===== src/wdt_pkg.sv =====
// Package with constants for the windowed watchdog timer
package wdt_pkg;

    // Timeout select encodings
    localparam logic [1:0] WDT_TSEL_OFF = 2'h0;
    localparam logic [1:0] WDT_TSEL_SHORT = 2'h1;
    localparam logic [1:0] WDT_TSEL_MID = 2'h2;
    localparam logic [1:0] WDT_TSEL_LONG = 2'h3;

    // Clock select encodings
    localparam logic WDT_CLK_TICK = 1'b0;
    localparam logic WDT_CLK_BUS = 1'b1;

    // Service key values
    localparam logic [15:0] WDT_KEY_FIRST = 16'h0055;
    localparam logic [15:0] WDT_KEY_SECOND = 16'h00aa;

    // Counter width covers the longest bus timeout
    localparam int WDT_CNT_W = 19;

    // Overflow counts, 1 kHz tick
    localparam logic [WDT_CNT_W-1:0] WDT_TICK_OVF_SHORT = 19'h00020;
    localparam logic [WDT_CNT_W-1:0] WDT_TICK_OVF_MID = 19'h00100;
    localparam logic [WDT_CNT_W-1:0] WDT_TICK_OVF_LONG = 19'h00400;

    // Overflow counts, bus clock
    localparam logic [WDT_CNT_W-1:0] WDT_BUS_OVF_SHORT = 19'h02000;
    localparam logic [WDT_CNT_W-1:0] WDT_BUS_OVF_MID = 19'h10000;
    localparam logic [WDT_CNT_W-1:0] WDT_BUS_OVF_LONG = 19'h40000;

    // Window opening counts, bus clock (75 percent of the period)
    localparam logic [WDT_CNT_W-1:0] WDT_WIN_SHORT = 19'h01800;
    localparam logic [WDT_CNT_W-1:0] WDT_WIN_MID = 19'h0c000;
    localparam logic [WDT_CNT_W-1:0] WDT_WIN_LONG = 19'h30000;

    // Tick period and its cycle count at the 100 MHz clock
    localparam int WDT_CLK_PERIOD_NS = 10;
    localparam int WDT_TICK_PERIOD_NS = 1000000;
    localparam int WDT_TICK_CYCLES = WDT_TICK_PERIOD_NS / WDT_CLK_PERIOD_NS;

    // Service sequence states
    typedef enum logic {
        WDT_SEQ_IDLE,
        WDT_SEQ_ARMED
    } wdt_seq_t;

endpackage


===== src/wdt_tick_gen.sv =====
// Divider that makes the low power tick strobe
`timescale 1ns/1ps
module wdt_tick_gen #(
    parameter int DIVIDE = 100000
) (
    input wire logic clock_i,
    input wire logic rst_i,
    output logic tick_o
);
    localparam int CW = $clog2(DIVIDE);

    typedef struct packed {
        logic [CW-1:0] count;
        logic tick;
    } wdt_tick_state_t;

    wdt_tick_state_t state;
    wdt_tick_state_t next_state;

    // Free-running divider, one-cycle strobe per wrap
    always_comb begin
        next_state = state;
        next_state.tick = 1'b0;
        if (state.count == CW'(DIVIDE - 1)) begin
            next_state.count = '0;
            next_state.tick = 1'b1;
        end else begin
            next_state.count = state.count + CW'(1);
        end
    end

    // State register
    always_ff @(posedge clock_i or posedge rst_i) begin
        if (rst_i) begin
            state <= '0;
        end else begin
            state <= next_state;
        end
    end

    assign tick_o = state.tick;
endmodule


===== src/wdt_core.sv =====
// Windowed watchdog timer core with service-key checking
`timescale 1ns/1ps
module wdt_core
    import wdt_pkg::*;
#(
    parameter int TICK_CYCLES = WDT_TICK_CYCLES
) (
    input wire logic clock_i,
    input wire logic rst_i,
    input wire logic [1:0] timeout_select_i,
    input wire logic clock_select_i,
    input wire logic window_mode_enable_i,
    input wire logic service_write_i,
    input wire logic [15:0] service_data_i,
    input wire logic [7:0] reset_status_i,
    output logic [7:0] reset_status_register_o,
    output logic system_reset_o,
    output logic [WDT_CNT_W-1:0] count_o,
    output logic window_open_o
);
    // ==========================================================
    // Tick source
    // ==========================================================
    logic tick;

    wdt_tick_gen #(
        .DIVIDE(TICK_CYCLES)
    ) u_tick (
        .clock_i(clock_i),
        .rst_i(rst_i),
        .tick_o(tick)
    );

    // ==========================================================
    // State
    // ==========================================================
    typedef struct packed {
        logic [WDT_CNT_W-1:0] count;
        wdt_seq_t seq;
        logic reset_req;
        logic window_open;
        logic [7:0] status;
    } wdt_state_t;

    wdt_state_t state;
    wdt_state_t next_state;

    logic enabled;
    logic step;
    logic window_active;
    logic [WDT_CNT_W-1:0] overflow;
    logic [WDT_CNT_W-1:0] window_start;

    // ==========================================================
    // Configuration decode
    // ==========================================================
    // Overflow and window thresholds from the clock and timeout fields
    always_comb begin
        overflow = WDT_TICK_OVF_LONG;
        window_start = '0;
        if (clock_select_i == WDT_CLK_BUS) begin
            case (timeout_select_i)
                WDT_TSEL_SHORT: begin
                    overflow = WDT_BUS_OVF_SHORT;
                    window_start = WDT_WIN_SHORT;
                end
                WDT_TSEL_MID: begin
                    overflow = WDT_BUS_OVF_MID;
                    window_start = WDT_WIN_MID;
                end
                default: begin
                    overflow = WDT_BUS_OVF_LONG;
                    window_start = WDT_WIN_LONG;
                end
            endcase
        end else begin
            case (timeout_select_i)
                WDT_TSEL_SHORT: overflow = WDT_TICK_OVF_SHORT;
                WDT_TSEL_MID: overflow = WDT_TICK_OVF_MID;
                default: overflow = WDT_TICK_OVF_LONG;
            endcase
        end
    end

    assign enabled = (timeout_select_i != WDT_TSEL_OFF);
    // Bus clock counts every cycle; the tick clock only on strobes
    assign step = (clock_select_i == WDT_CLK_BUS) ? 1'b1 : tick;
    // Window only exists on the bus clock
    assign window_active = window_mode_enable_i && (clock_select_i == WDT_CLK_BUS);

    // ==========================================================
    // Next-state logic
    // ==========================================================
    // Service check has priority over counting so a good key in the last
    // cycle still rescues the system.
    always_comb begin
        next_state = state;
        next_state.reset_req = 1'b0;
        // Status is read-only: only the system status input updates it
        next_state.status = reset_status_i;
        next_state.window_open = window_active && (state.count >= window_start);
        if (!enabled) begin
            next_state.count = '0;
            next_state.seq = WDT_SEQ_IDLE;
        end else if (service_write_i) begin
            if (window_active && (state.count < window_start)) begin
                next_state.reset_req = 1'b1;
                next_state.count = '0;
                next_state.seq = WDT_SEQ_IDLE;
            end else if (service_data_i == WDT_KEY_FIRST) begin
                next_state.seq = WDT_SEQ_ARMED;
                if (step) begin
                    next_state.count = state.count + WDT_CNT_W'(1);
                end
            end else if (service_data_i == WDT_KEY_SECOND) begin
                if (state.seq == WDT_SEQ_ARMED) begin
                    next_state.count = '0;
                end else if (step) begin
                    next_state.count = state.count + WDT_CNT_W'(1);
                end
                next_state.seq = WDT_SEQ_IDLE;
            end else begin
                next_state.reset_req = 1'b1;
                next_state.count = '0;
                next_state.seq = WDT_SEQ_IDLE;
            end
        end else if (step) begin
            if (state.count + WDT_CNT_W'(1) >= overflow) begin
                next_state.reset_req = 1'b1;
                next_state.count = '0;
                next_state.seq = WDT_SEQ_IDLE;
            end else begin
                next_state.count = state.count + WDT_CNT_W'(1);
            end
        end
    end

    // ==========================================================
    // State register
    // ==========================================================
    // Counter starts from zero after any reset
    always_ff @(posedge clock_i or posedge rst_i) begin
        if (rst_i) begin
            state <= '0;
        end else begin
            state <= next_state;
        end
    end

    assign reset_status_register_o = state.status;
    assign system_reset_o = state.reset_req;
    assign count_o = state.count;
    assign window_open_o = state.window_open;
endmodule


===== src/wdt_timer_top.sv =====
// Top level: option registers with documented reset defaults around the core
`timescale 1ns/1ps
module wdt_timer_top
    import wdt_pkg::*;
#(
    parameter int TICK_CYCLES = WDT_TICK_CYCLES
) (
    input wire logic clock_i,
    input wire logic rst_i,
    input wire logic config_write_i,
    input wire logic [1:0] timeout_select_i,
    input wire logic clock_select_i,
    input wire logic window_mode_enable_i,
    input wire logic service_write_i,
    input wire logic [15:0] service_data_i,
    input wire logic [7:0] reset_status_i,
    output logic [7:0] reset_status_register_o,
    output logic system_reset_o,
    output logic [WDT_CNT_W-1:0] count_o,
    output logic window_open_o
);
    // ==========================================================
    // Options
    // ==========================================================
    typedef struct packed {
        logic [1:0] tsel;
        logic csel;
        logic wmode;
    } wdt_opt_t;

    wdt_opt_t opt;
    wdt_opt_t next_opt;

    // Options load on a config write; reset gives tick clock, longest timeout
    always_comb begin
        next_opt = opt;
        if (config_write_i) begin
            next_opt.tsel = timeout_select_i;
            next_opt.csel = clock_select_i;
            next_opt.wmode = window_mode_enable_i;
        end
    end

    always_ff @(posedge clock_i or posedge rst_i) begin
        if (rst_i) begin
            opt <= '{tsel: WDT_TSEL_LONG, csel: WDT_CLK_TICK, wmode: 1'b0};
        end else begin
            opt <= next_opt;
        end
    end

    wdt_core #(
        .TICK_CYCLES(TICK_CYCLES)
    ) u_core (
        .clock_i(clock_i),
        .rst_i(rst_i),
        .timeout_select_i(opt.tsel),
        .clock_select_i(opt.csel),
        .window_mode_enable_i(opt.wmode),
        .service_write_i(service_write_i),
        .service_data_i(service_data_i),
        .reset_status_i(reset_status_i),
        .reset_status_register_o(reset_status_register_o),
        .system_reset_o(system_reset_o),
        .count_o(count_o),
        .window_open_o(window_open_o)
    );
endmodule


===== config.mk =====
export PLATFORM = sky130hd
export DESIGN_NAME = wdt_timer_top
export DESIGN_NICKNAME = d
export VERILOG_FILES = /design/src/wdt_pkg.sv /design/src/wdt_tick_gen.sv /design/src/wdt_core.sv /design/src/wdt_timer_top.sv
export SDC_FILE = /design/constraint.sdc
export NUM_CORES = 1
export LEC_CHECK = 0
export ABC_CLOCK_PERIOD_IN_PS = 3550
export BUFFER_PORTS_ARGS = -buffer_cell sky130_fd_sc_hd__buf_2
export CORE_UTILIZATION = 52
export CTS_CLUSTER_DIAMETER = 40
export DETAILED_ROUTE_END_ITERATION = 6
export GPL_TIMING_DRIVEN = 0
export PLACE_DENSITY = 0.75
export REMOVE_ABC_BUFFERS = 1
export SLEW_MARGIN = 10
export SYNTH_ARGS = -nofsm -noshare
export SYNTH_HDL_FRONTEND = slang
export SYNTH_SLANG_ARGS = --single-unit
export TNS_END_PERCENT = 20

===== constraint.sdc =====
create_clock -name clock_i -period 3.55 [get_ports clock_i]
set_clock_uncertainty 0.15 [all_clocks]
set_input_delay 0.1775 -clock clock_i [delete_from_list [all_inputs] [get_ports clock_i]]
set_output_delay 0.1775 -clock clock_i [all_outputs]
set_load 0.03 [all_outputs]

==> results of run 1 <==
==> cell families after synthesis <==
kind of cell    after synthesis  synth area share, %
simple gates                163                 24.9
fa+ha+maj                    18                 6.70
xor+xnor                     24                 6.25
mux                           3                0.968
buf+inv                      55                 10.4
flops                        52                 38.8
compound gates               58                 12.0
==> Yosys cell counts, types with 2 or more instances <==
cell type / count
nor4bb_1: 4
and2_1: 3
buf_6: 2
buf_2: 4
a21oi_1: 5
o21ai_0: 23
nand2b_1: 4
nand2_2: 2
o31ai_1: 3
and4_1: 2
o21ai_1: 4
o2111ai_1: 2
nor2_1: 30
a211oi_1: 6
o32ai_1: 2
a21o_1: 2
a41oi_1: 2
dfstp_2: 2
mux2_2: 2
nand2_1: 51
xnor2_1: 12
xor2_1: 12
nor4_1: 10
nor2b_1: 3
and3_1: 3
nand4_1: 11
nor3_1: 8
and4_4: 2
dfrtp_1: 50
ha_1: 18
or3_1: 4
clkbuf_1: 4
or2_2: 5
inv_1: 12
buf_4: 33
nand3_1: 13
==> routing by layer <==
metal | share of wire (%) | up-vias | global-route usage [%]
met5 | 0 | - | 0
met4 | 1.8 | 0 | 8.07
met3 | 6.6 | 16 | 5.05
met2 | 48 | 110 | 40.3
met1 | 44 | 1339 | 29.2
li1 | - | 1377 | -
==> power groups by stage <==
stage | Clock (mW) | Combinational (mW) | Sequential (mW)
after floorplan | 0 | 0.0901 | 0.647
after global placement | 0 | 0.163 | 0.628
after detailed placement | 0 | 0.171 | 0.629
final | 0.468 | 0.206 | 0.617
after CTS | 0.482 | 0.195 | 0.617
after global routing | 0.502 | 0.224 | 0.620
==> worst max-delay path by stage <==
stage | slack [ns] | end
global route | -0.05 | u_core.count_o[4]
finish | 0.13 | u_core.count_o[3]
floorplan | 0.06 | u_core.count_o[3]
global placement | -1.02 | u_core.count_o[4]
detailed placement | -0.51 | u_core.count_o[3]
CTS | 0.009 | u_core.count_o[16]
==> sequential cells by signal, indices dropped and copies added (netlist names) <==
signal and count:
opt 4, u_core.count_o 19, u_core.reset_status_register_o 8, u_core.state 1, u_core.system_reset_o 1, u_core.u_tick.state 17, u_core.u_tick.tick_o 1, u_core.window_open_o 1
==> worst max-delay path, delay by kind of cell, from the launching register on <==
kind / cells / cell delay (ns)
flops: 1 / 0.56
xor+xnor: 1 / 0.22
fa+ha+maj: 1 / 0.28
compound gates: 3 / 0.68
simple gates: 6 / 1.42
==> cell type report <==
| class | instances | area [um2] |
|---|---|---|
| Sequential cell | 52 | 1310 |
| Timing Repair Buffer | 85 | 547 |
| Clock inverter | 2 | 60.1 |
| Clock buffer | 5 | 68.8 |
| Inverter | 12 | 45.0 |
| Tap cell | 75 | 93.8 |
| Fill cell | 521 | 2150 |
| Multi-Input combinational cell | 266 | 1780 |
==> cell usage in the layout (no fill, tap or decap), types with 5 or more instances in the layout <==
master	count
buf_2	60
nand2_1	51
dfrtp_1	45
nor2_1	29
o21ai_0	23
ha_1	17
dlygate4sd3_1	17
nand3_1	13
xnor2_1	12
xor2_1	12
inv_1	11
nand4_1	11
nor4_1	8
nor3_1	8
buf_4	6
or2_2	5
a21oi_1	5
clkbuf_8	5
dfrtp_2	5
==> repair_timing <==
item                                    in CTS  in global routing
buffers inserted                             4                  3
cloned                                       0                  0
endpoints found under the setup margin      18                 21
resized for setup                            3                 13
pin swaps                                    1                  2
hold buffers                                17                  0
endpoints found under the hold margin       28                  0
==> through the flow <==
stage | instance area, um2 | setup TNS [ns]
4_1_cts | 3830 | 0
3_3_place_gp | 3450 | -13.06
6_report | 3910 | 0
3_5_place_dp | 3490 | -4.44
5_1_grt | 3910 | -0.160
2_1_floorplan | 3060 | 0
==> flow_summary_export.csv, run 1 <==
group,metric,value,unit
min_path,hold_start,"config_write_i",
global_routing,first_global_vias,2596,
die,fp.dieH,82.4,um
flow_run,cap_violations,0,
placement,post-place-ws,-0.514,ns
global_routing,grt_pass1_wl,11.8,mm
critical_path,arrival,3.47,ns
power_and_ir_drop,pwr-share-comb,15.9,%
die,core,0.00606,mm2
die,fp-row-count,28,
sta,tightest_slew,0.895,ns
clocking,clk_pin_slew,0.10,ns
status,outcome,"complete, no violations",
die,start_util,55.5,%
yosys,synth_top_area_share,37.2,%
critical_path,end_kind,"flop",
yosys,synth_edf_count,0,
cells_and_area,nets,472,
cells_and_area,antennaDiodeCount,0,
global_routing,antenna_found_initial,0,
clocking,cts_root_buffer,"clkbuf_8",
power_and_ir_drop,power.switching,0.320,mW
sta,relSlewSlack,39.8,%
power_and_ir_drop,p_int,0.972,mW
min_path,holdPathStages,2,
detailed_routing,wl_per_cell,15.3,um
clocking,cts.path.max_buffers,2,
placement,portBuffers,60,
critical_path,crit_path_max_fanout,10,
critical_path,critPathMaxStageDelay,0.56,ns
yosys,synth_ff_type,"dfrtp_1",
min_path,hold_path.class,"input port to flop",
sta,min_period_over_period,96.4,%
min_path,hold_end,"opt[0]",
cells_and_area,finalNonFillerCells,497,
yosys,synth_cells,373,
yosys,yosys_warnings,0,
yosys,synthesis.area,0.00336,mm2
sta,max_freq,292,MHz
sta,drv_slew,0,
critical_path,startpoint,"u_core.count_o[5]",
detailed_routing,drtAntennaViolNets,0,
critical_path,r2r_slack,0.13,ns
yosys,ys_top_cells_by_area,"dfrtp_1, buf_4, ha_1",
global_routing,grt_max_degree,37,
critical_path,crit_type,"flop to flop",
placement,routabilityCongestion,0.906,
critical_path,startpoint_type,"flop",
critical_path,crit_chain,"and3_1 > nand4_1 > nor3_1 > xor2_1 > ha_1 > and2_0 > and4_4 > and2_4 > a221oi_4 > o21bai_4 > o32ai_1",
cells_and_area,area_growth_syn_to_layout,16.3,%
detailed_routing,routed_wirelength,7.60,mm
cells_and_area,layout-drive-gt1-share,26.3,%
sta,holdWs,0.0563,ns
detailed_routing,vias,2842,
global_routing,grt_overflow,0,
yosys,synth_cell_types,54,
clocking,cts_made_buffers,5,
power_and_ir_drop,powerDensity,330,mW/mm2
power_and_ir_drop,leakagePower,1.79,nW
yosys,async_flop_share,100,%
critical_path,slowest_stage,"dfrtp_1",
die,design.portCount,61,
power_and_ir_drop,peakVddDrop,0.266,mV
power_and_ir_drop,netSwitchingFraction,24.7,%
sta,fin_crit,3.42,ns
detailed_routing,firstDrtPassIters,5,
global_routing,grt_use_total,23.5,%
yosys,ys_ff_latch,52,
cells_and_area,final_core_util,64.5,%
yosys,seq_area_frac_synth,38.8,%
placement,dpl.cell_count,466,
power_and_ir_drop,clkPwrFrac,36.3,%
power_and_ir_drop,finalPower,1.29,mW
die,die_x,82.4,um
sta,timing_hold_violations_final,0,
critical_path,reg2reg_depth,11,
detailed_routing,drtIter0Drc,127,
die,die_area,0.00679,mm2
power_and_ir_drop,p_seq_share,47.8,%
critical_path,rr_startpoint,"u_core.count_o[5]",
clocking,cts_tree,"done",
detailed_routing,drt-vias-per-instance,5.72,
detailed_routing,drc,0,
sta,setup_viol,0,
clocking,htreeDepth,2,
critical_path,cp.required,3.60,ns
yosys,synth_top_cell_by_area,"dfrtp_1",
critical_path,r2r_end,"u_core.count_o[3]",
clocking,numClockSinks,52,
clocking,insertion_delay,0.30,ns
placement,dpl.hpwl,5.30,mm
sta,worst_slack,0.127,ns
yosys,avgSynthCellArea,9.01,um2
No activity file was read; power rests on OpenSTA's default activity.
==> run 2: changes to the inputs <==
CTS_BUF_LIST = sky130_fd_sc_hd__clkbuf_4   (was default)
==> run 2 against run 1 <==
  * Non-clock buffer count up 4
  * Worst hold slack improved by 0.039 ns
  * Total power fell by 5.0%
  * Critical path type unchanged
  * Critical endpoint unchanged
  * Largest cell class unchanged
  * Highest routed layer unchanged
==> flow_summary_export.csv, run 2 (synthesis gave the netlist of run 1 again) <==
group,metric,value,unit
status,outcome,"complete, no violations",
placement,portBuffers,60,
detailed_routing,wl_per_cell,15.2,um
critical_path,slowest_stage,"dfrtp_2",
detailed_routing,routed_wirelength,7.62,mm
cells_and_area,largest_reg_flops,19,
detailed_routing,vias,2802,
clocking,cts.path.max_buffers,2,
critical_path,cp.required,3.67,ns
power_and_ir_drop,peakVddDrop,0.249,mV
cells_and_area,layout-drive-gt1-share,26.8,%
cells_and_area,nFillCells,517,
cells_and_area,nets,476,
sta,relSlewSlack,39.9,%
global_routing,grt_overflow,0,
critical_path,crit_chain,"buf_4 > and4_1 > nand2_1 > and2_1 > nor2_1 > ha_1 > o2111ai_1 > a41oi_1 > a211oi_2 > o221ai_2 > a211oi_4 > nor2_2 > o32ai_1",
cells_and_area,stdcell_area,0.00391,mm2
cells_and_area,antennaDiodeCount,0,
critical_path,arrival,3.58,ns
placement,routabilityCongestion,0.906,
clocking,htreeDepth,2,
global_routing,grt_use_total,23.8,%
critical_path,end_kind,"flop",
power_and_ir_drop,netSwitchingFraction,25.4,%
die,design.portCount,61,
power_and_ir_drop,powerDensity,313,mW/mm2
sta,tightest_slew,0.894,ns
detailed_routing,drtAntennaViolNets,0,
clocking,cts_tree,"done",
power_and_ir_drop,power.switching,0.312,mW
sta,worst_slack,0.0933,ns
clocking,insertion_delay,0.37,ns
critical_path,critPathMaxStageDelay,0.46,ns
sta,setup_viol,0,
placement,post-place-ws,-0.514,ns
sta,min_period_over_period,97.4,%
cells_and_area,final_cell_mix,"buf_2, nand2_1, dfrtp_1",
detailed_routing,drc,0,
die,start_util,55.5,%
clocking,numClockSinks,52,
critical_path,crit_path_max_fanout,6,
min_path,hold_path.class,"input port to flop",
power_and_ir_drop,pwr-share-comb,17.2,%
die,core,0.00606,mm2
critical_path,reg2reg_depth,13,
power_and_ir_drop,p_seq_share,50.4,%
placement,placed_area,0.00349,mm2
global_routing,first_global_vias,2599,
detailed_routing,firstDrtPassIters,4,
power_and_ir_drop,p_int,0.914,mW
global_routing,grt_max_degree,37,
sta,tns,0,ns
cells_and_area,final_common_cell,"buf_2",
placement,dpl.cell_count,466,
sta,holdWs,0.0953,ns
power_and_ir_drop,leakagePower,1.80,nW
sta,drv_slew,0,
cells_and_area,finalNonFillerCells,501,
critical_path,crit_type,"flop to flop",
critical_path,startpoint_type,"flop",
clocking,clk_pin_slew,0.15,ns
flow_run,cap_violations,0,
sta,timing_hold_violations_final,0,
clocking,cts_made_buffers,5,
die,die_area,0.00679,mm2
power_and_ir_drop,clkPwrFrac,32.5,%
sta,max_freq,289,MHz
detailed_routing,drt-vias-per-instance,5.59,
die,fp.dieH,82.4,um
placement,dpl.hpwl,5.30,mm
global_routing,antenna_found_initial,0,
detailed_routing,drtIter0Drc,154,
clocking,cts_root_buffer,"clkbuf_4",
global_routing,grt_pass1_wl,11.9,mm
sta,fin_crit,3.46,ns
die,fp-row-count,28,
die,die_x,82.4,um
min_path,holdPathStages,5,
cells_and_area,area_growth_syn_to_layout,16.5,%
==> run 2: cell count changes in the layout (fill, tap and decap cells not counted), sizes merged <==
cell         change
buf              +2
dlygate4sd3      +2
==> run 2: final timing paths <==
kind	start	endpoint	slack [ns]
worst max-delay path	u_core.count_o[1]	u_core.count_o[3]	0.09
worst min-delay path	service_data_i[4]	u_core.system_reset_o	0.1
worst max register to register	u_core.count_o[1]	u_core.count_o[3]	0.09
worst min register to register	u_core.u_tick.state[5]	u_core.u_tick.state[5]	0.34
max in group asynchronous	rst_i	opt[2]	2.51
min in group asynchronous	rst_i	u_core.reset_status_register_o[4]	0.17
==> run 2: cell type report <==
type | instances | area [um2] | share of cell area, %
multi-input cells | 266 | 1780 | 45.6
flip-flops and latches | 52 | 1310 | 33.5
repair buffers | 89 | 582 | 14.9
well taps | 75 | 93.8 | 2.40
clock inverters | 2 | 60.1 | 1.53
inverters | 12 | 45.0 | 1.15
clock buffers | 5 | 37.5 | 0.959
==> run 2: routing by layer <==
metal | share of wire [%] | global-route usage [%] | vias to the layer above
met3 | 7.2 | 4.84 | 12
met4 | 1.6 | 6.84 | 0
met5 | 0 | 0 | -
met2 | 48 | 41.3 | 97
met1 | 43 | 29.7 | 1309
li1 | - | - | 1384
==> run 2: power by group through the flow <==
stage	registers (mW)	logic, mW	clock network (mW)
after detailed placement	0.629	0.171	0
after global placement	0.628	0.163	0
final	0.618	0.211	0.398
after global routing	0.620	0.230	0.435
after floorplan	0.647	0.0901	0
after CTS	0.618	0.200	0.412
==> run 2: worst max-delay path: cells and delay by family, from the launching register on <==
kind	cells	cell delay [ns]
compound gates	6	1.46
flops	1	0.46
buf+inv	1	0.14
fa+ha+maj	1	0.23
simple gates	5	0.90
==> run 2: stage by stage <==
stage          util [%]  power [mW]
2_1_floorplan         -       0.737
3_3_place_gp       56.9       0.792
3_5_place_dp       57.5       0.800
4_1_cts            63.2        1.23
5_1_grt            64.6        1.28
6_report           64.6        1.23
==> run 2: what timing repair did <==
action / CTS / global route
endpoints found under the hold margin: 62 / 0
buffers inserted: 4 / 5
gates resized for setup: 4 / 13
hold buffers: 19 / 0
endpoints found under the setup margin: 18 / 21
pin swaps: 1 / 2
